[src/fault_out_defines.svh]
// Constants for the position sensor fault output logic
`ifndef FAULT_OUT_DEFINES_SVH
`define FAULT_OUT_DEFINES_SVH

// Settle time after power-up, in microseconds
`define POWER_UP_SETTLE_TIME_US 20000
// Clock rate in MHz
`define CORE_CLK_MHZ 10
// Settle time in cycles, the exact product of time and clock rate (no rounding)
`define POWER_UP_SETTLE_CYCLES (`POWER_UP_SETTLE_TIME_US * `CORE_CLK_MHZ)
// Counter width for the settle count
`define SETTLE_CNT_W 18

`endif

[src/fault_out_pkg.sv]
// Types for the position sensor fault output logic
package fault_out_pkg;

    // Output hold state machine, one-hot
    typedef enum logic [2:0] {
        HOLD_WAIT_REL = 3'h1,
        HOLD_WAIT_CMP = 3'h2,
        RUNNING = 3'h4
    } hold_state_t;

endpackage : fault_out_pkg

[src/position_sensor_fault_outputs.sv]
// Field flag and incremental output diagnostic logic
`timescale 1ns/1ps
`include "fault_out_defines.svh"

module position_sensor_fault_outputs #(
    parameter int SETTLE_CYCLES = `POWER_UP_SETTLE_CYCLES
) (
    // Clock, reset, enable
    input wire logic core_clk,
    input wire logic rst_n,
    input wire logic clk_en,
    // Enable input from the receiver, active low
    input wire logic output_hold_release_n,
    // Measurement side status
    input wire logic field_too_weak,
    input wire logic field_too_strong,
    input wire logic field_rising,
    input wire logic field_falling,
    input wire logic offset_comp_done,
    input wire logic supply_fail,
    // Raw incremental signals from the interpolator
    input wire logic quad_a_raw,
    input wire logic quad_b_raw,
    input wire logic index_raw,
    // Incremental outputs
    output logic quad_a,
    output logic quad_b,
    output logic index_out,
    // Open-drain field flags, enable high while pulling low
    output logic field_rising_flag_n_o,
    output logic field_rising_flag_n_oe,
    output logic field_falling_flag_n_o,
    output logic field_falling_flag_n_oe,
    // Status
    output logic outputs_held
);

    initial begin
        if (SETTLE_CYCLES < 1 || SETTLE_CYCLES >= (1 << `SETTLE_CNT_W)) begin
            $error("SETTLE_CYCLES out of range");
        end
    end

    // Output is high when forced on or when the level itself is high
    function automatic logic or_force(input logic force_on, input logic level);
        return force_on | level;
    endfunction : or_force

    ////////////////////////////////////////////////////////////////////////
    // Hold state machine

    fault_out_pkg::hold_state_t state_r;
    fault_out_pkg::hold_state_t state_nxt;
    logic [`SETTLE_CNT_W-1:0] settle_cnt_r;
    logic comp_done_r;
    logic settle_done;

    assign settle_done = (settle_cnt_r == `SETTLE_CNT_W'(SETTLE_CYCLES - 1));

    // Compensation counts as done on its flag or at the settle limit
    always_ff @(posedge core_clk or negedge rst_n) begin
        if (!rst_n) begin
            settle_cnt_r <= '0;
            comp_done_r <= 1'b0;
        end else if (clk_en && !comp_done_r) begin
            settle_cnt_r <= settle_cnt_r + `SETTLE_CNT_W'(1);
            comp_done_r <= offset_comp_done | settle_done;
        end
    end

    always_comb begin
        state_nxt = state_r;
        unique case (state_r)
            fault_out_pkg::HOLD_WAIT_REL: begin
                if (!output_hold_release_n) begin
                    state_nxt = fault_out_pkg::HOLD_WAIT_CMP;
                end
            end
            fault_out_pkg::HOLD_WAIT_CMP: begin
                if (comp_done_r) begin
                    state_nxt = fault_out_pkg::RUNNING;
                end
            end
            fault_out_pkg::RUNNING: begin
                state_nxt = fault_out_pkg::RUNNING;
            end
            default: begin
                state_nxt = fault_out_pkg::HOLD_WAIT_REL;
            end
        endcase
    end

    always_ff @(posedge core_clk or negedge rst_n) begin
        if (!rst_n) begin
            state_r <= fault_out_pkg::HOLD_WAIT_REL;
        end else if (clk_en) begin
            state_r <= state_nxt;
        end
    end

    ////////////////////////////////////////////////////////////////////////
    // Incremental outputs

    logic hold_all;
    logic index_gated;
    logic [2:0] inc_raw;
    logic [2:0] inc_out;

    assign hold_all = (state_r != fault_out_pkg::RUNNING);
    assign index_gated = index_raw & ~quad_a_raw & ~quad_b_raw;

    // Bit 2 is A, bit 1 is B, bit 0 is index
    assign inc_raw = {quad_a_raw, quad_b_raw, index_gated};

    genvar gi;
    generate
        for (gi = 0; gi < 3; gi++) begin : g_inc
            logic out_r;

            // Forced high while held, so the receiver sees the fault state
            always_ff @(posedge core_clk or negedge rst_n) begin
                if (!rst_n) begin
                    out_r <= 1'b1;
                end else if (clk_en) begin
                    out_r <= or_force(hold_all, inc_raw[gi]);
                end
            end

            assign inc_out[gi] = out_r;
        end
    endgenerate

    assign quad_a = inc_out[2];
    assign quad_b = inc_out[1];
    assign index_out = inc_out[0];
    assign outputs_held = hold_all;

    ////////////////////////////////////////////////////////////////////////
    // Field flags

    logic out_of_range;
    logic [1:0] drift;
    logic [1:0] pull;

    assign out_of_range = field_too_weak | field_too_strong | supply_fail;

    // Bit 1 is the rising flag, bit 0 the falling flag
    assign drift = {field_rising, field_falling};

    generate
        for (gi = 0; gi < 2; gi++) begin : g_flag
            logic pull_r;

            // Pulled low from reset until a measurement reports in range, no supply fail and no drift in this flag's direction
            always_ff @(posedge core_clk or negedge rst_n) begin
                if (!rst_n) begin
                    pull_r <= 1'b1;
                end else if (clk_en) begin
                    pull_r <= or_force(out_of_range, drift[gi]);
                end
            end

            assign pull[gi] = pull_r;
        end
    endgenerate

    assign field_rising_flag_n_o = 1'b0;
    assign field_falling_flag_n_o = 1'b0;
    assign field_rising_flag_n_oe = pull[1];
    assign field_falling_flag_n_oe = pull[0];

endmodule : position_sensor_fault_outputs

[config.mk]
export PLATFORM = sky130hd
export DESIGN_NAME = position_sensor_fault_outputs
export DESIGN_NICKNAME = d
export VERILOG_FILES = /design/src/fault_out_pkg.sv /design/src/position_sensor_fault_outputs.sv
export VERILOG_INCLUDE_DIRS = /design/src
export SDC_FILE = /design/constraint.sdc
export NUM_CORES = 1
export LEC_CHECK = 0
export ABC_AREA = 1
export ABC_CLOCK_PERIOD_IN_PS = 3360
export BUFFER_PORTS_ARGS = -buffer_cell sky130_fd_sc_hd__buf_2
export CORE_MARGIN = 4
export CORE_UTILIZATION = 45
export CTS_CLUSTER_DIAMETER = 50
export CTS_CLUSTER_SIZE = 24
export DETAILED_ROUTE_END_ITERATION = 10
export PLACE_DENSITY = 0.67
export SETUP_SLACK_MARGIN = 0.4
export SYNTH_ARGS = -nofsm -noshare
export SYNTH_HDL_FRONTEND = slang
export SYNTH_SLANG_ARGS = --single-unit
[constraint.sdc]
create_clock -name core_clk -period 3.36 [get_ports core_clk]
set_input_delay 0.336 -clock core_clk [delete_from_list [all_inputs] [get_ports core_clk]]
set_output_delay 0.336 -clock core_clk [all_outputs]
set_load 0.03 [all_outputs]
# ---- Word level (Yosys, flattened, before mapping)
# Index checks and enable logic that the tools add are counted.
dict set report classes {
  n_mux 3
  bitwise 12
  n_addsub 1
  n_reduce_logical 3
  n_eq_ne 7
}
# op count
set op_table {}
lappend op_table {{$add A18 B1 Y18 const B} 1}
lappend op_table {{$eq A18 B18 Y1 const B} 1}
lappend op_table {{$pmux W3 S3} 1}
lappend op_table {{$or A1 B1 Y1} 8}
lappend op_table {{$mux W3} 2}
lappend op_table {{$ne A2 B2 Y1 const B} 2}
lappend op_table {{$eq A3 B1 Y1 const B} 1}
lappend op_table {{$eq A3 B2 Y1 const B} 1}
lappend op_table {{$eq A3 B3 Y1 const B} 1}
lappend op_table {{$ne A3 B3 Y1 const B} 1}
lappend op_table {{$reduce_and A3 Y1} 1}
lappend op_table {{$and A1 B1 Y1} 2}
lappend op_table {{$not A1 Y1} 2}
lappend op_table {{$logic_and A1 B1 Y1} 1}
lappend op_table {{$logic_not A1 Y1} 1}
dict set report word_totals {
  ff_bits 27
  in_bits 13
  out_inout_bits 8
  wordCells 34
}

# ---- Depth between registers and ports, before layout
# Gate-level depths: netlist of the first run.
dict set report depth {
  ltp_word 4
  depth_mapped 9
  ltp_nobuf 9
}

# ---- Worst setup path after synthesis of the first run
# Ideal clock, no wire load.
dict set report synth_timing {
  path_kind {register to register}
  from {register settle_cnt_r[1]}
  to {register settle_cnt_r[14]}
  required_time_ns 3.240
  synth_period_minus_slack_ns 1.270
  path_slack_ns 2.090
  stages_incl_launch_ff 9
  n_path_buf 0
  setup_ns 0.120
  t_arrival_ns 1.150
  cell_sequence {dfrtp_1 ha_1 nand2_1 nor2_2 nand2_4 nor2_4 nand2_2 o21ai_1 nand2_1}
}
dict set report synth_between {
  elab_chain_len 1
}
# element line_no
set synth_lines {}
lappend synth_lines {{from (decl)} position_sensor_fault_outputs.sv:54} ;# logic [`SETTLE_CNT_W-1:0] settle_cnt_r;
lappend synth_lines {{from (signal assigned)} position_sensor_fault_outputs.sv:66} ;# settle_cnt_r <= settle_cnt_r + `SETTLE_CNT_W'(1);
lappend synth_lines {{$add A18 B1 Y18} position_sensor_fault_outputs.sv:66}
# Every way passes these cells.
# A chain may end at the register's enable or synchronous reset.

# ---- Final worst setup path of the first run
dict set report layout_timing {
  from {register state_r[0]}
  to {output port outputs_held}
}
dict set report layout_between {
  elab_chain_len 1
}
# element line_no
set layout_lines {}
lappend layout_lines {{from (decl)} position_sensor_fault_outputs.sv:52} ;# fault_out_pkg::hold_state_t state_r;
lappend layout_lines {{from (signal assigned)} position_sensor_fault_outputs.sv:95} ;# state_r <= fault_out_pkg::HOLD_WAIT_REL;
lappend layout_lines {{from (signal assigned)} position_sensor_fault_outputs.sv:97} ;# state_r <= state_nxt;
lappend layout_lines {{$ne A3 B3 Y1} position_sensor_fault_outputs.sv:109} ;# assign hold_all = (state_r != fault_out_pkg::RUNNING);
lappend layout_lines {{to (decl)} position_sensor_fault_outputs.sv:35} ;# output logic outputs_held
# Every way passes these cells.

==> results of run 1 <==
-- cells by family after synthesis --
| group | count (synthesis) |
|---|---|
| simple gates | 94 |
| buf+inv | 30 |
| flops | 27 |
| xor+xnor | 14 |
| compound gates | 9 |
| fa+ha+maj | 1 |
| other cells | 1 |
-- power breakdown --
group          switching, mW  leakage [nW]  total (mW)  internal, mW
clock network         0.0946        0.0177       0.139        0.0446
logic                 0.0815         0.512       0.117        0.0354
registers             0.0149         0.308       0.373         0.358
total                  0.191         0.838       0.629         0.438
-- per-stage QoR --
stage / util [%] / hold slack, ps
6_report: 52.3 / 216
5_1_grt: 52.3 / 208
4_1_cts: 52.3 / 204
3_5_place_dp: 51.0 / 373
3_3_place_gp: 51.0 / 371
2_1_floorplan: - / 40.4
-- how the worst min path moves through the flow --
stage	startpoint	to	slack, ps
finish	quad_a_raw	quad_a	220
global route	quad_a_raw	quad_a	210
CTS	quad_a_raw	quad_a	200
detailed placement	rst_n	settle_cnt_r[14]	370
global placement	rst_n	settle_cnt_r[12]	370
floorplan	rst_n	comp_done_r	40
-- metal layers --
metal | GRT usage [%] | vias up
li1 | - | 577
met1 | 19.4 | 535
met2 | 21.1 | 26
met3 | 4.33 | 2
met4 | 2.37 | 0
met5 | 0 | -
-- state kept, by name (all words and copies together) (netlist names) --
name and cells:
comp_done_r 1, field_falling_flag_n_oe 1, field_rising_flag_n_oe 1, index_out 1, quad_a 1, quad_b 1
settle_cnt_r 18, state_r 3
-- final cells by class --
type	count	area (um2)	area share, %
timing repair buffer	19	100	6.27
inverter	27	104	6.51
sequential	27	683	42.8
multi-input combinational	120	626	39.2
tap	44	55.1	3.45
clock buffer	3	22.5	1.41
clock inverter	1	5.00	0.314
-- placed cells by master, fill, tap and decap left out --
master	synthesis	final
buf_2	0	18
nand3_2	1	1
nand2_1	46	46
or3_1	1	1
nand2_4	1	1
xor2_1	10	10
dfrtp_1	21	21
inv_1	26	26
inv_4	1	1
o21ai_0	5	5
nor3_2	1	1
conb_1	1	2
nand3_1	9	9
clkbuf_4	0	3
xnor2_1	4	4
nor2_8	1	1
o21ai_1	1	1
dfstp_2	6	6
a21oi_1	3	3
nor2_1	20	20
nor2_2	3	3
nor2_4	1	1
nand2_2	1	1
ha_1	1	1
clkinv_2	0	1
nor3_1	4	4
dlygate4sd3_1	0	1
nand4_1	5	5
-- critical path, delay by kind of cell, from the launching register on --
family	cells	cell delay, ps
simple gates	1	120
flops	1	560
buf+inv	2	280
-- repair_timing --
item | in CTS | in global routing
endpoints found under the setup margin | 0 | 0
resized for setup | 0 | 0
hold endpoints to repair | 14 | 0
hold buffers | 1 | 0
==> results.yml, run 1 <==
status:
  run_status: "finished clean"
worst_setup_path:
  critPathCaptureType: "primary output"
  cp-endpoint: "outputs_held"
  cp-startpoint: "state_r[0]"
  reg2reg_slack_ps: 1940
  cp_cell_sequence: "inv_1 -> nand3_1 -> buf_2"
  crit_fanout: 4
  worstRegToRegCells: 8
  critical_path_class: "register to primary output"
  cp_slowest_stage_delay_ps: 560
  regToRegStartpoint: "settle_cnt_r[1]"
  critPathSlowestCell: "dfstp_2"
  worst_r2r_endpoint: "settle_cnt_r[14]"
  critPathRequiredTime_ps: 3020
  setup.worst_path.start_class: "register"
  arrival_ps: 1280
synthesis:
  ys_types: 26
  netlist.area_leader.share_pct: 36.6
  yosys_register_bits: 27
  synth_compound_area_share_pct: 3.14
  synthCells: 176
  muxShareOfSynthArea_pct: 0
  post_synth_fa_ha_maj_area_fraction_pct: 0.872
  synthSimpleGateAreaFrac_pct: 30.5
  synthTopCellsByCount: "46 x nand2_1, 26 x inv_1, 21 x dfrtp_1"
  synthXorXnorAreaFrac_pct: 8.54
  synthArstFlopShare_pct: 100
  synth_edf_count: 0
  synth.most_common_cell: "nand2_1"
  synthFlopType: "dfrtp_1"
  yosys-top-cells-area: "dfrtp_1 37%, nand2_1 12%, dfstp_2 11%"
  synth_area_leader_cell: "dfrtp_1"
  synth-seq-area-share_pct: 47.6
  synth.avg_cell_area_um2: 8.15
  synth_top_family_by_area: "simple AND/OR/NAND/NOR gates"
  yosys_warnings: 0
  netlist_area_um2: 1440
grt:
  grt_max_degree: 28
  grt_pass1_vias: 1040
  grtUsageTotal_pct: 13.8
  grt_overflow: 0
  antenna_found_initial: 0
  grt_pass1_wl_um: 4500
final_layout:
  area_delta_synth_final_pct: 11.2
  instances_no_fill: 241
  n_fill_cell: 302
  drive_gt1_share_pct: 19.3
  nNetsFinal: 212
  diodes: 0
  design_area_um2: 1600
clocking:
  clock-sinks: 27
  clkLatencyLatePin_ps: 320
  numCtsBuffers: 3
  postCtsSetupBuffers: 0
  cts_max_level: 1
  clockBufferDepth: 2
  cts-root-buf: "clkbuf_4"
  cts_tree: "built"
  path_clk_slew_ps: 140
timing:
  worstMarginPinSlew_ps: 586
  rsz0062_at_grt: "false"
  hold_violations: 0
  setup_tns_ps: 0
  min_period_over_period_pct: 48.2
  worst_slack_ps: 1740
  max_freq_mhz: 617
  setup_violations: 0
  period_needed_ps: 1620
  max_slew_margin_pct: 60.9
  timing.final.max_slew_violations: 0
  skew_ps: 5.33
power:
  leakagePower_nw: 0.838
  cellPowerDensity_nw_per_um2: 394
  peakVddDrop_mv: 0.226
  total_power_mw: 0.629
placed_design:
  dp_hpwl_um: 2070
  dp_cells: 236
  numPortBuffers: 18
  place_ws_ps: 1940
  gp_congestion: 0.875
  placed_cell_area_um2: 1560
hold_path:
  hp-class: "input pin to register"
  holdPathStages: 3
route:
  drt-pass1-iter-count: 4
  wl_met1_um: 1220
  via_per_inst: 4.73
  drt-initial-drc-count: 31
  route.detailed.drc: 0
  detail-route-antenna-nets: 0
  num_vias: 1140
  wl_per_cell_um: 10.8
  wl_met2_um: 1210
  met3_length_um: 163
  wl_um: 2610
  dr.max_layer_used: "met4"
run:
  cap_violations: 0
floorplanning:
  coreArea_um2: 3050
  pin_count: 21
  initial_core_util_pct: 47.0
  die_y_um: 64.5
  rows: 20
  design.die.area_um2: 4160
  die_x_um: 64.5
No activity file was read; power rests on OpenSTA's default activity.
==> run 2: changes to the inputs <==
--- a/config.mk
+++ b/config.mk
@@ -6,15 +6,15 @@
 export SDC_FILE = /design/constraint.sdc
 export NUM_CORES = 1
 export LEC_CHECK = 0
-export ABC_AREA = 1
-export ABC_CLOCK_PERIOD_IN_PS = 3360
+export ABC_AREA = 0
+export ABC_CLOCK_PERIOD_IN_PS = 1370
 export BUFFER_PORTS_ARGS = -buffer_cell sky130_fd_sc_hd__buf_2
 export CORE_MARGIN = 4
 export CORE_UTILIZATION = 45
 export CTS_CLUSTER_DIAMETER = 50
 export CTS_CLUSTER_SIZE = 24
 export DETAILED_ROUTE_END_ITERATION = 10
-export PLACE_DENSITY = 0.67
+export PLACE_DENSITY = 0.7
 export SETUP_SLACK_MARGIN = 0.4
 export SYNTH_ARGS = -nofsm -noshare
 export SYNTH_HDL_FRONTEND = slang
==> constraint.sdc (replaced) <==
create_clock -name core_clk -period 1.37 [get_ports core_clk]
set_input_delay 0.137 -clock core_clk [delete_from_list [all_inputs] [get_ports core_clk]]
set_output_delay 0.137 -clock core_clk [all_outputs]
set_load 0.03 [all_outputs]
==> run 2 against run 1 <==
Net effect:
- the flow now finishes with violations (negative setup slack)
- clock power up 150%
- sequential share of layout area down 8.4 points
- synthesized area down 9.9%
- final area up 25%
==> results.yml, run 2 <==
status:
  run_status: "finished with violations"
  violations: "negative setup slack"
final_layout:
  largest_register_ffs: 18
  drive_gt1_share_pct: 60.8
  top_register: "settle_cnt_r"
  top_regs: "settle_cnt_r x18, state_r x3"
  postLayoutCoreUtil_pct: 72.1
  n_fill_cell: 161
  final_cell_mix: "21 x buf_4, 20 x dfrtp_1, 17 x buf_6, 12 x buf_2, 10 x nor2_1"
  final_common_cell: "buf_4"
  nNetsFinal: 186
  area_delta_synth_final_pct: 53.9
  diodes: 0
synthesis:
  muxShareOfSynthArea_pct: 0.871
  synth.avg_cell_area_um2: 10.8
  yosys_register_bits: 27
  synthSimpleGateAreaFrac_pct: 24.2
  synth_edf_count: 0
  yosys_warnings: 0
  synth.most_common_cell: "dfrtp_1"
  netlist_area_um2: 1290
  synth-seq-area-share_pct: 52.9
  synth_area_leader_cell: "dfrtp_1"
  synthTopCellsByCount: "21 x dfrtp_1, 14 x nor2_1, 10 x xnor2_1"
  ys_types: 34
  synth_compound_area_share_pct: 5.52
  synthFlopType: "dfrtp_1"
  synthCells: 120
  synth_top_family_by_area: "simple AND/OR/NAND/NOR gates"
  yosys-top-cells-area: "dfrtp_1 41%, dfstp_2 12%, xnor2_1 6.8%"
  synthXorXnorAreaFrac_pct: 12.1
  netlist.area_leader.share_pct: 40.7
  post_synth_fa_ha_maj_area_fraction_pct: 0.968
  synthArstFlopShare_pct: 100
clocking:
  cts-root-buf: "clkbuf_4"
  cts_max_level: 1
  numCtsBuffers: 3
  clock-sinks: 27
  clockBufferDepth: 2
  path_clk_slew_ps: 140
  cts_tree: "built"
  clkLatencyLatePin_ps: 320
worst_setup_path:
  crit_fanout: 6
  cp_cell_sequence: "and4b_1 -> and2b_4 -> and4_4 -> xor2_2"
  crit_family: "simple AND/OR/NAND/NOR gates"
  critPathSlowestCell: "dfrtp_1"
  critPathCaptureType: "register"
  critical_path_class: "register to register"
  critPathRequiredTime_ps: 1640
  worst-path-buf-inv: 0
  arrival_ps: 1660
  setup.worst_path.start_class: "register"
  cp_slowest_stage_delay_ps: 430
floorplanning:
  die_x_um: 61.6
  pin_count: 21
  initial_core_util_pct: 46.9
  die_y_um: 61.6
  design.die.area_um2: 3790
  coreArea_um2: 2760
  rows: 19
route:
  detail-route-antenna-nets: 0
  wl_um: 3090
  num_vias: 1081
  via_per_inst: 5.35
  drt-pass1-iter-count: 4
  drt-initial-drc-count: 62
  wl_per_cell_um: 15.3
  route.detailed.drc: 0
power:
  cellPowerDensity_nw_per_um2: 889
  leakagePower_nw: 1.00
  peakVddDrop_mv: 0.770
  total_power_mw: 1.77
timing:
  min_period_over_period_pct: 102
  skew_ps: 3.23
  worst_slack_ps: -25.0
  timing.final.max_slew_violations: 0
  hold_violations: 0
  max_freq_mhz: 717
  setup_violations: 5
  worstMarginPinSlew_ps: 577
  rsz0062_at_grt: "true"
  period_needed_ps: 1390
  max_slew_margin_pct: 61.5
grt:
  grt_pass1_vias: 1058
  antenna_found_initial: 0
  grt_pass1_wl_um: 4670
  grt_max_degree: 28
  grtUsageTotal_pct: 16.9
  grt_overflow: 0
placed_design:
  numPortBuffers: 18
  dp_hpwl_um: 1740
  gp_congestion: 0.707
hold_path:
  hp-class: "input pin to register"
run:
  cap_violations: 0
==> run 2: per-stage QoR <==
| step | hold slack [ps] | setup TNS, ps | instances | setup slack (ps) | area (um2) |
|---|---|---|---|---|---|
| after detailed placement | 169 | -78.7 | 172 | -76.6 | 1460 |
| after global placement | 165 | 0 | 172 | 5.70 | 1460 |
| after floorplan | -159 | 0 | 121 | 94.2 | 1320 |
| after CTS | 51.2 | -5.32 | 189 | -5.32 | 1770 |
| final | 68.0 | -45.4 | 202 | -25.0 | 1990 |
| after global routing | 39.4 | -347 | 202 | -68.9 | 1990 |
==> run 2: logic make-up after synthesis <==
group                    Yosys count
AND/OR/NAND/NOR                   53
flip-flops                        27
XOR/XNOR                          17
AO/OA/AOI/OAI                     13
buffers and inverters              7
adder cells (fa/ha/maj)            1
other                              1
multiplexers                       1
==> run 2: final cells by class <==
cell class                      count  area (um2)  share of cell area, %
Clock buffer                        3        22.5                   1.13
Clock inverter                      1        5.00                  0.252
Inverter                            2        7.51                  0.377
Multi-Input combinational cell     87         812                   40.8
Sequential cell                    27         684                   34.4
Tap cell                           31        38.8                   1.95
Timing Repair Buffer               51         419                   21.1
==> run 2: routing by layer <==
layer | GRT usage, % | vias up | part of all wire, %
li1 | - | 517 | -
met1 | 21.1 | 535 | 43
met2 | 28.7 | 24 | 52
met3 | 3.14 | 5 | 3.4
met4 | 6.67 | 0 | 1.5
met5 | 0 | - | 0
==> run 2: worst paths after layout <==
check	startpoint	to	slack [ps]	cells past startpoint
max	comp_done_r	settle_cnt_r[9]	-20	4
min	quad_a_raw	quad_a	70	3
max reg2reg	comp_done_r	settle_cnt_r[9]	-20	4
min reg2reg	field_falling_flag_n_oe	field_falling_flag_n_oe	510	2
max in group asynchronous	rst_n	settle_cnt_r[13]	630	2
min in group asynchronous	rst_n	state_r[2]	330	2
==> run 2: what timing repair did <==
item	CTS	global route
hold endpoints to repair	21	0
hold buffers	1	0
pin swaps	20	10
gates resized for setup	44	25
buffers inserted	12	13
setup endpoints to repair	31	31
==> run 2: where the power goes <==
group,switching (mW),leakage [nW],internal (mW)
Combinational,0.208,0.648,0.261
Clock,0.231,0.0177,0.110
Sequential,0.0777,0.338,0.880
==> run 2: worst register-to-register path: stages (launching register included) <==
cell	delay [ps]
dfrtp_1	430
and4b_1	300
and2b_4	250
and4_4	240
xor2_2	110
